--- src/rtl/bai_pkg.sv ---
// Constants, types and carriers for the byte ALU with indirect load.
// Assumes one core clock, a synchronous data memory with one-cycle read latency,
// and a decoder that presents one operation at a time.
//
// Contract
// RQ1 - A 7-bit location picks the source and a target bit sends the result to the accumulator (0) or back (1).
// RQ2 - Increment adds one to the location, delivers the sum to the target and updates the nil flag.
// RQ3 - Accumulator OR combines accumulator and location, delivers to the target and updates the nil flag.
// RQ4 - Left shift moves bit 7 to carry, bits 6..0 up by one, zero into bit 0, and updates carry and nil.
// RQ5 - Right shift moves bit 0 to carry, bits 7..1 down by one, zero into bit 7, and updates carry and nil.
// RQ6 - Copy passes the location unchanged to the target and updates the nil flag even on write-back.
// RQ7 - The two indirect window locations have no storage and reach the address held in their pointer.
// RQ8 - Indirect load copies the byte at the effective address of the chosen pointer into the accumulator.
// RQ9 - Update code 00 pre-increments, 01 pre-decrements, 10 post-increments, 11 post-decrements, kept after.
// RQ10 - Relative form addresses pointer plus a signed offset from -32 to 31 and leaves the pointer as it was.
// RQ11 - Pointer arithmetic is 16 bits wide and wraps at both ends.
// RQ12 - Pointer adjustment touches no status flag; only the loaded data changes the nil flag.
// RQ13 - The nil flag is set when the 8-bit result is zero, else cleared; other operations keep carry.
package bai_pkg;

   // ************************************************************
   // Widths, locations and reset values
   // ************************************************************
   localparam int          DATA_W       = 8;
   localparam int          ADDR_W       = 16;
   localparam int          LOC_W        = 7;
   localparam logic [6:0]  WIN0_LOC     = 7'h00;
   localparam logic [6:0]  WIN1_LOC     = 7'h01;
   localparam logic [8:0]  LOC_EXT      = 9'h000;
   localparam logic [15:0] PTR_STEP     = 16'h0001;
   localparam logic [7:0]  ACC_RST      = 8'h00;
   localparam logic [15:0] PTR_RST      = 16'h0000;
   localparam logic        CARRY_RST    = 1'b0;
   localparam logic        NIL_RST      = 1'b0;
   localparam logic [7:0]  NIL_VALUE    = 8'h00;

   // ************************************************************
   // Enumerations
   // ************************************************************
   typedef enum logic [2:0] {
      OP_INCREMENT  = 3'h0,
      OP_OR_ACCUM   = 3'h1,
      OP_SHIFT_LEFT = 3'h2,
      OP_SHIFT_RGHT = 3'h3,
      OP_COPY_FILE  = 3'h4,
      OP_LOAD_INDIR = 3'h5
   } bai_op_t;

   typedef enum logic [1:0] {
      UPD_PRE_INC  = 2'h0,
      UPD_PRE_DEC  = 2'h1,
      UPD_POST_INC = 2'h2,
      UPD_POST_DEC = 2'h3
   } bai_upd_t;

   typedef enum logic [1:0] {
      ST_IDLE  = 2'h0,
      ST_FETCH = 2'h1,
      ST_EXEC  = 2'h3
   } bai_state_t;

   typedef enum logic [1:0] {
      PRE_ACC  = 2'h0,
      PRE_PTR0 = 2'h1,
      PRE_PTR1 = 2'h2
   } bai_pre_t;

   // ************************************************************
   // Carriers
   // ************************************************************
   typedef struct packed {
      logic        valid;
      bai_op_t     op;
      logic [6:0]  loc;
      logic        dest;
      logic        ptr_sel;
      logic        rel;
      bai_upd_t    upd;
      logic [5:0]  offset;
   } bai_op_req_t;

   typedef struct packed {
      logic        valid;
      bai_pre_t    target;
      logic [15:0] data;
   } bai_preset_t;

   typedef struct packed {
      logic        re;
      logic        we;
      logic [15:0] addr;
      logic [7:0]  wdata;
   } bai_mem_req_t;

   typedef struct packed {
      logic [7:0]  acc;
      logic        carry;
      logic        nil;
      logic [15:0] ptr0;
      logic [15:0] ptr1;
   } bai_status_t;

   typedef struct packed {
      bai_state_t       st;
      bai_op_t          op;
      logic             dest;
      logic [7:0]       acc;
      logic             carry;
      logic             nil;
      logic [1:0][15:0] ptr;
      bai_mem_req_t     mem;
      logic             done;
   } bai_core_state_t;

endpackage

--- src/rtl/bai_core.sv ---
// Execution datapath for the byte ALU group and the indirect load.
// Assumes data memory samples re/we on the clock edge and returns read data
// in the cycle after re is high; the decoder waits for op_ready.
`timescale 1ns/1ps

module bai_core (
   input  wire logic                  core_clk,
   input  wire logic                  rst_n,
   input  wire bai_pkg::bai_op_req_t  op_req,
   output logic                       op_ready,
   output logic                       op_done,
   input  wire bai_pkg::bai_preset_t  preset,
   output bai_pkg::bai_mem_req_t      mem_req,
   input  wire logic [7:0]            mem_rdata,
   output bai_pkg::bai_status_t       status
);

   // ************************************************************
   // State
   // ************************************************************
   bai_pkg::bai_core_state_t s_r;
   bai_pkg::bai_core_state_t s_nxt;

   logic [15:0] cur_ptr;
   logic [15:0] new_ptr;
   logic [15:0] eff_addr;
   logic [15:0] rel_off;
   logic [7:0]  result;
   logic        res_carry;
   logic        carry_hit;

   // op_ready is combinational; op_done and everything else leave from flip-flops
   assign op_ready     = (s_r.st == bai_pkg::ST_IDLE);
   assign op_done      = s_r.done;
   assign mem_req      = s_r.mem;
   assign status.acc   = s_r.acc;
   assign status.carry = s_r.carry;
   assign status.nil   = s_r.nil;
   assign status.ptr0  = s_r.ptr[0];
   assign status.ptr1  = s_r.ptr[1];

   // ************************************************************
   // Address generation
   // ************************************************************
   // Pointer and effective address for the request on offer
   always_comb begin
      cur_ptr  = s_r.ptr[op_req.ptr_sel];
      rel_off  = {{10{op_req.offset[5]}}, op_req.offset};
      new_ptr  = cur_ptr;
      eff_addr = {bai_pkg::LOC_EXT, op_req.loc};
      if (op_req.op == bai_pkg::OP_LOAD_INDIR) begin
         if (op_req.rel) begin
            eff_addr = cur_ptr + rel_off;                         // RQ10 RQ11
            new_ptr  = cur_ptr;                                   // RQ10
         end else begin
            unique case (op_req.upd)
               bai_pkg::UPD_PRE_INC: begin
                  new_ptr  = cur_ptr + bai_pkg::PTR_STEP;         // RQ9 RQ11
                  eff_addr = new_ptr;
               end
               bai_pkg::UPD_PRE_DEC: begin
                  new_ptr  = cur_ptr - bai_pkg::PTR_STEP;         // RQ9 RQ11
                  eff_addr = new_ptr;
               end
               bai_pkg::UPD_POST_INC: begin
                  new_ptr  = cur_ptr + bai_pkg::PTR_STEP;         // RQ9 RQ11
                  eff_addr = cur_ptr;
               end
               bai_pkg::UPD_POST_DEC: begin
                  new_ptr  = cur_ptr - bai_pkg::PTR_STEP;         // RQ9 RQ11
                  eff_addr = cur_ptr;
               end
            endcase
         end
      end else if (op_req.loc == bai_pkg::WIN0_LOC) begin
         eff_addr = s_r.ptr[0];                                   // RQ7
      end else if (op_req.loc == bai_pkg::WIN1_LOC) begin
         eff_addr = s_r.ptr[1];                                   // RQ7
      end
   end

   // ************************************************************
   // Arithmetic and logic
   // ************************************************************
   // Result from the byte read in the execute cycle
   always_comb begin
      result    = mem_rdata;
      res_carry = s_r.carry;
      carry_hit = 1'b0;
      unique case (s_r.op)
         bai_pkg::OP_INCREMENT: begin
            result = mem_rdata + 8'h01;                           // RQ2
         end
         bai_pkg::OP_OR_ACCUM: begin
            result = s_r.acc | mem_rdata;                         // RQ3
         end
         bai_pkg::OP_SHIFT_LEFT: begin
            result    = {mem_rdata[6:0], 1'b0};                   // RQ4
            res_carry = mem_rdata[7];                             // RQ4
            carry_hit = 1'b1;
         end
         bai_pkg::OP_SHIFT_RGHT: begin
            result    = {1'b0, mem_rdata[7:1]};                   // RQ5
            res_carry = mem_rdata[0];                             // RQ5
            carry_hit = 1'b1;
         end
         bai_pkg::OP_COPY_FILE: begin
            result = mem_rdata;                                   // RQ6
         end
         bai_pkg::OP_LOAD_INDIR: begin
            result = mem_rdata;                                   // RQ8
         end
         default: begin
            result = mem_rdata;
         end
      endcase
   end

   // ************************************************************
   // Sequencer
   // ************************************************************
   // Idle takes a request, fetch waits on memory, execute retires
   always_comb begin
      s_nxt          = s_r;
      s_nxt.mem.re   = 1'b0;
      s_nxt.mem.we   = 1'b0;
      s_nxt.done     = 1'b0;
      unique case (s_r.st)
         bai_pkg::ST_IDLE: begin
            if (op_req.valid) begin
               s_nxt.op       = op_req.op;
               s_nxt.dest     = op_req.dest;                      // RQ1
               s_nxt.mem.addr = eff_addr;
               s_nxt.mem.re   = 1'b1;
               s_nxt.st       = bai_pkg::ST_FETCH;
               if (op_req.op == bai_pkg::OP_LOAD_INDIR) begin
                  // Flags stay as they are while the pointer moves
                  s_nxt.ptr[op_req.ptr_sel] = new_ptr;            // RQ9 RQ12
                  s_nxt.dest                = 1'b0;               // RQ8
               end
            end else if (preset.valid) begin
               // Preload is only honoured while no request competes
               unique case (preset.target)
                  bai_pkg::PRE_ACC:  s_nxt.acc    = preset.data[7:0];
                  bai_pkg::PRE_PTR0: s_nxt.ptr[0] = preset.data;
                  bai_pkg::PRE_PTR1: s_nxt.ptr[1] = preset.data;
                  default:           s_nxt.acc    = s_r.acc;
               endcase
            end
         end
         bai_pkg::ST_FETCH: begin
            s_nxt.st = bai_pkg::ST_EXEC;
         end
         bai_pkg::ST_EXEC: begin
            if (s_r.dest) begin
               // Write back goes to the same address that was read
               s_nxt.mem.we    = 1'b1;                            // RQ1 RQ7
               s_nxt.mem.wdata = result;
            end else begin
               s_nxt.acc = result;                                // RQ1 RQ8
            end
            s_nxt.nil = (result == bai_pkg::NIL_VALUE);           // RQ13 RQ6 RQ12
            if (carry_hit) begin
               s_nxt.carry = res_carry;                           // RQ13
            end
            s_nxt.done = 1'b1;
            s_nxt.st   = bai_pkg::ST_IDLE;
         end
         default: begin
            // Code 2'h2 is unused; fall back to idle
            s_nxt.st = bai_pkg::ST_IDLE;
         end
      endcase
   end

   // ************************************************************
   // State register
   // ************************************************************
   always_ff @(posedge core_clk or negedge rst_n) begin
      if (!rst_n) begin
         s_r.st        <= bai_pkg::ST_IDLE;
         s_r.op        <= bai_pkg::OP_INCREMENT;
         s_r.dest      <= 1'b0;
         s_r.acc       <= bai_pkg::ACC_RST;
         s_r.carry     <= bai_pkg::CARRY_RST;
         s_r.nil       <= bai_pkg::NIL_RST;
         s_r.ptr[0]    <= bai_pkg::PTR_RST;
         s_r.ptr[1]    <= bai_pkg::PTR_RST;
         s_r.mem.re    <= 1'b0;
         s_r.mem.we    <= 1'b0;
         s_r.mem.addr  <= bai_pkg::PTR_RST;
         s_r.mem.wdata <= bai_pkg::ACC_RST;
         s_r.done      <= 1'b0;
      end else begin
         s_r <= s_nxt;
      end
   end

endmodule

--- config.mk ---
export PLATFORM = sky130hd
export DESIGN_NAME = bai_core
export DESIGN_NICKNAME = d
export VERILOG_FILES = /design/src/rtl/bai_pkg.sv /design/src/rtl/bai_core.sv
export SDC_FILE = /design/constraint.sdc
export NUM_CORES = 1
export LEC_CHECK = 0
export ABC_AREA = 1
export BUFFER_PORTS_ARGS = -buffer_cell sky130_fd_sc_hd__clkbuf_2
export CORE_ASPECT_RATIO = 1.1
export CORE_MARGIN = 1.5
export CORE_UTILIZATION = 45
export DETAILED_ROUTE_END_ITERATION = 10
export PLACE_DENSITY = 0.68
export SLEW_MARGIN = 20
export SYNTH_ARGS = -nofsm -noshare
export SYNTH_HDL_FRONTEND = slang
export SYNTH_SLANG_ARGS = --single-unit
--- constraint.sdc ---
create_clock -name core_clk -period 4.78 [get_ports core_clk]
set_input_delay 0.717 -clock core_clk [delete_from_list [all_inputs] [get_ports core_clk]]
set_output_delay 0.717 -clock core_clk [all_outputs]
set_load 0.02 [all_outputs]
* Yosys cells after proc, flatten, opt, wreduce, memory -nomap -nowiden
Index checks and enable logic that the tools add are counted.
Operators by class: add/sub/neg operators 4, $lt $le $gt $ge 2, eq/ne operators 18, muxes and demuxes 34, bitwise operators 1, reductions and logical operators 22
Operators by type and width (count):
- $mux 16 | 11
- $mux 32 | 3
- $pmux 16 s3 | 1
- $bwmux 32 | 1
- $mux 8 | 4
- $pmux 16 s2 | 1
- $pmux 8 s4 | 1
- $add 16x1->16 const B | 1
- $add 16x16->16 | 1
- $demux 16 s1 | 1
- $pmux 8 s2 | 1
- $sub 16x1->16 const B | 1
- $reduce_bool 2->1 | 5
- $add 8x1->8 const B | 1
- $eq 2x2->1 const B | 4
- $logic_not 8->1 | 1
- $or 8x8->8 | 1
- $reduce_and 4->1 | 2
- $reduce_or 2->1 | 4
- $eq 7x1->1 const B | 1
- $logic_not 7->1 | 1
- $mux 1 | 7
- $eq 2x1->1 const B | 3
- $eq 3x2->1 const B | 2
- other kinds (15) | 22
Storage, ports and cells: register bits after elaboration 75, output and inout port bits 70, logic and storage cells 94

* Depth between registers and ports, before layout
depth in word-level cells 9, mapped depth 19, mapped depth without buffers 17

* Worst setup path after synthesis
Ideal clock, no wire load.
kind input port to flip-flop, start point input port op_req[9] (netlist name), end point register s_r (netlist bit mem_req[22]), library setup time 116 ps, arrival time 2635 ps, setup slack 2029 ps, stages 19, buffers on the path 2, cell sequence buf_6 inv_8 buf_8 nand2_2 nand2_4 ha_1 inv_1 fa_1 nand3b_1 nand2_1 nand2_1 nand2_1 nand3_1 nand2_1 nand2_1 nand3_1 nand3_1 nand2_1 nand2_1
On the way: cells in the longest elaborated chain, start to end 6, elaborated cells on any way between the ends 8
Ends and longest elaborated chain:
- start, declared | RTL line bai_core.sv:9 | input wire bai_pkg::bai_op_req_t op_req,
- $mux 16 (implied by the code) * (2 in series) | RTL line bai_core.sv:47 | cur_ptr = s_r.ptr[op_req.ptr_sel];
- $sub 16x1->16 / $add 16x1->16 (equally long branches) | RTL line bai_core.sv:62, bai_core.sv:58
- $pmux 16 s3 | RTL line bai_core.sv:56 | unique case (op_req.upd)
- $mux 16 * | RTL line bai_core.sv:52 | if (op_req.rel) begin
- $mux 16 * | RTL line bai_core.sv:51 | if (op_req.op == bai_pkg::OP_LOAD_INDIR) begin
- end signal, assigned | RTL line bai_core.sv:195 | s_r <= s_nxt;
- end, declared | RTL line bai_core.sv:21 | bai_pkg::bai_core_state_t s_r;
Mark *: on every way between the ends. The rest lies on a longest branch, timed or not. The select of a mux whose other input is x is not followed. A chain may end at the register's enable or synchronous reset.

* Final worst setup path
start point input port op_req[9] (netlist name), end point register s_r (netlist bit mem_req[23])
Same word-level chain as after synthesis.

==> impl_metrics.json <==
{
  "avgRoutedWirePerCell_um": 17.55,
  "grt_max_degree": 76,
  "first_pass_iters": 7,
  "syn-instance-count": 1144,
  "rsz0062_at_grt": "false",
  "num_rows": 48,
  "drv_cap": 0,
  "syn_nets": 1214,
  "timing.final.crit_share_pct": 62.63,
  "max_slew_margin_pct": 25.16,
  "synth_area_um2": 7398,
  "p_total_uw": 4876,
  "cp_max_fo": 26,
  "cts.path.max_buffers": 2,
  "track_usage_pct": 28.41,
  "fmax_mhz": 334.0,
  "crit_path_start_kind": "input port",
  "drcViolationCount": 0,
  "vias": 7601,
  "vdd_drop_max_mv": 0.2435,
  "arrival_ns": 3.24,
  "clock_sinks": 75,
  "cp-startpoint": "op_req[9]",
  "ant_nets": 0,
  "drive_gt1_share_pct": 18.49,
  "p_leak_uw": 0.004046,
  "postLayoutCoreUtil_pct": 49.64,
  "fin_tns_setup_ns": 0,
  "yosys_warnings": 0,
  "end_kind": "register",
  "path_class": "input port to register",
  "synth.most_common_cell": "nand2_1",
  "cts_root_buffer": "clkbuf_16",
  "cts_resized": 0,
  "drv_slew": 0,
  "io_pins": 121,
  "synth_cell_types": 51,
  "status": "finished, final reports clean",
  "tightest_slew_ns": 1.118,
  "postCtsHoldBufs": 0,
  "antennaDiodeCount": 0,
  "yosys.area.top_type_share_pct": 25.37,
  "die_y_um": 137.5,
  "place_congestion": 0.9804,
  "final_nets": 1244,
  "multiInputGateArea_um2": 4337,
  "finalHoldViolations": 0,
  "grt_pass1_vias": 7251,
  "hpwl_um": 18460,
  "coreArea_um2": 15920,
  "htree_levels": 3,
  "clock_skew_ns": 0.008407,
  "initial_core_util_pct": 46.49,
  "overflow": 0,
  "powerDensity_nw_per_um2": 617.2,
  "die-area_um2": 17220,
  "clock_latency_ns": 0.36,
  "synth_edf_count": 0,
  "setup_violations": 0,
  "post-place-ws_ns": 1.474,
  "reg2reg_from": "status[18]",
  "grt_pass1_wl_um": 38430,
  "portBuffers": 120,
  "synth_top_cell_by_area": "dfrtp_1",
  "via_per_inst": 5.512,
  "syn_avg_cell_area_um2": 6.467,
  "cts_buffers": 9,
  "area_growth_pct": 6.782,
  "fillers": 1714,
  "cts_tree": "yes",
  "netlist_top_cells_area": "dfrtp_1 (25%), nand2_1 (14%), nand3_1 (8.7%), buf_4 (6.9%), nor2_1 (6.9%)",
  "synth-seq-cells": 75,
  "timing.final.ws_setup_ns": 1.786,
  "drtIter0Drc": 564,
  "postSynth.asyncResetShare_pct": 100.0,
  "antenna_found_initial": 0,
  "wirelength_um": 24200,
  "synth_flop_cell": "dfrtp_1",
  "hp-class": "input port to asynchronous set/reset pin",
  "cts_setup_buffers": 0,
  "synth-seq-area-share_pct": 25.37,
  "path_clk_slew_ns": 0.07,
  "die_x_um": 125.3,
  "synth_common_cells": "nand2_1 (276), nor2_1 (136), nand3_1 (129)",
  "required_ns": 5.03,
  "regArea_um2": 1877,
  "period_needed_ns": 2.994
}
## metal layers
layer / part of all wire, % / vias to the layer above / GRT usage (%)
met2: 47 / 310 / 47.66
met4: 5.8 / 0 / 18.62
met1: 41 / 3469 / 34.55
li1: - / 3751 / -
met3: 6.1 / 71 / 3.689
met5: 0 / - / 0
## layout make-up
class	instances	area share, %
multi-input combinational	845	54.89
sequential	75	23.76
timing repair buffer	127	8.347
inverter	116	5.607
tap	200	3.168
clock buffer	10	3.025
clock inverter	6	1.204
## flip-flops by register name (all words and copies together) (netlist names)
| name | cells |
|---|---|
| status | 42 |
| mem_req | 26 |
| s_r | 6 |
| op_done | 1 |
## critical path, stage by stage
cell      delay (ns)
clkbuf_2        0.32
buf_4           0.39
nand2_2         0.08
nand2_2         0.23
ha_1            0.27
nand4_1         0.11
o21ai_0         0.51
nand3_1         0.18
nand2_1         0.10
nand2_1         0.05
nand3_1         0.06
nand3_1         0.09
nand2_1         0.07
nand2_1         0.04
## cell families (layout without fill, tap and decap cells)
kind of cell / count (synthesis) / after routing / synth area share, %
xor gates and xnor gates: 15 / 15 / 1.979
DFF: 75 / 75 / 25.37
AOI/OAI and AO/OA: 192 / 192 / 15.86
and+or+nand+nor: 619 / 619 / 37.46
buffers and inverters: 224 / 259 / 16.02
adders and majority gates: 19 / 19 / 3.315
## per-stage QoR
step	hold WS (ns)	std cells	instance area, um2
after floorplan	0.4214	1144	7398
after global placement	0.4547	1363	7562
after detailed placement	0.4570	1363	7562
after CTS	0.4617	1379	7896
after global routing	0.4659	1379	7900
final	0.3831	1379	7900
## power by group
| group | switching, uW | internal, uW |
|---|---|---|
| Clock | 319 | 478 |
| Combinational | 1940 | 911 |
| Sequential | 282 | 943 |
## cells in the final DEF (no fill, tap or decap), drive strengths merged, types with 3 or more instances in the layout
cell / instances
clkbuf: 129
nand3: 135
o21ai: 60
nand4: 9
nor2: 149
buf: 8
a31oi: 14
dfrtp: 75
a22oi: 11
or2: 4
nand3b: 3
nor3: 8
o211ai: 11
nand2: 310
xor2: 12
o21bai: 3
xnor2: 3
inv: 116
a21oi: 63
clkinv: 4
o221ai: 3
ha: 18
a21o: 4
o22ai: 14
## worst paths after layout
check,end,slack (ns),cells past startpoint
worst max register to register,mem_req[23],2.14,14
worst min register to register,s_r[73],0.46,1
worst max-delay path,mem_req[23],1.79,14
min in group core_clk,s_r[73],0.46,1
max in group asynchronous,status[30],3.89,1
worst min-delay path,mem_req[25],0.38,1
Note: power is estimated with default switching activity, not from simulation.
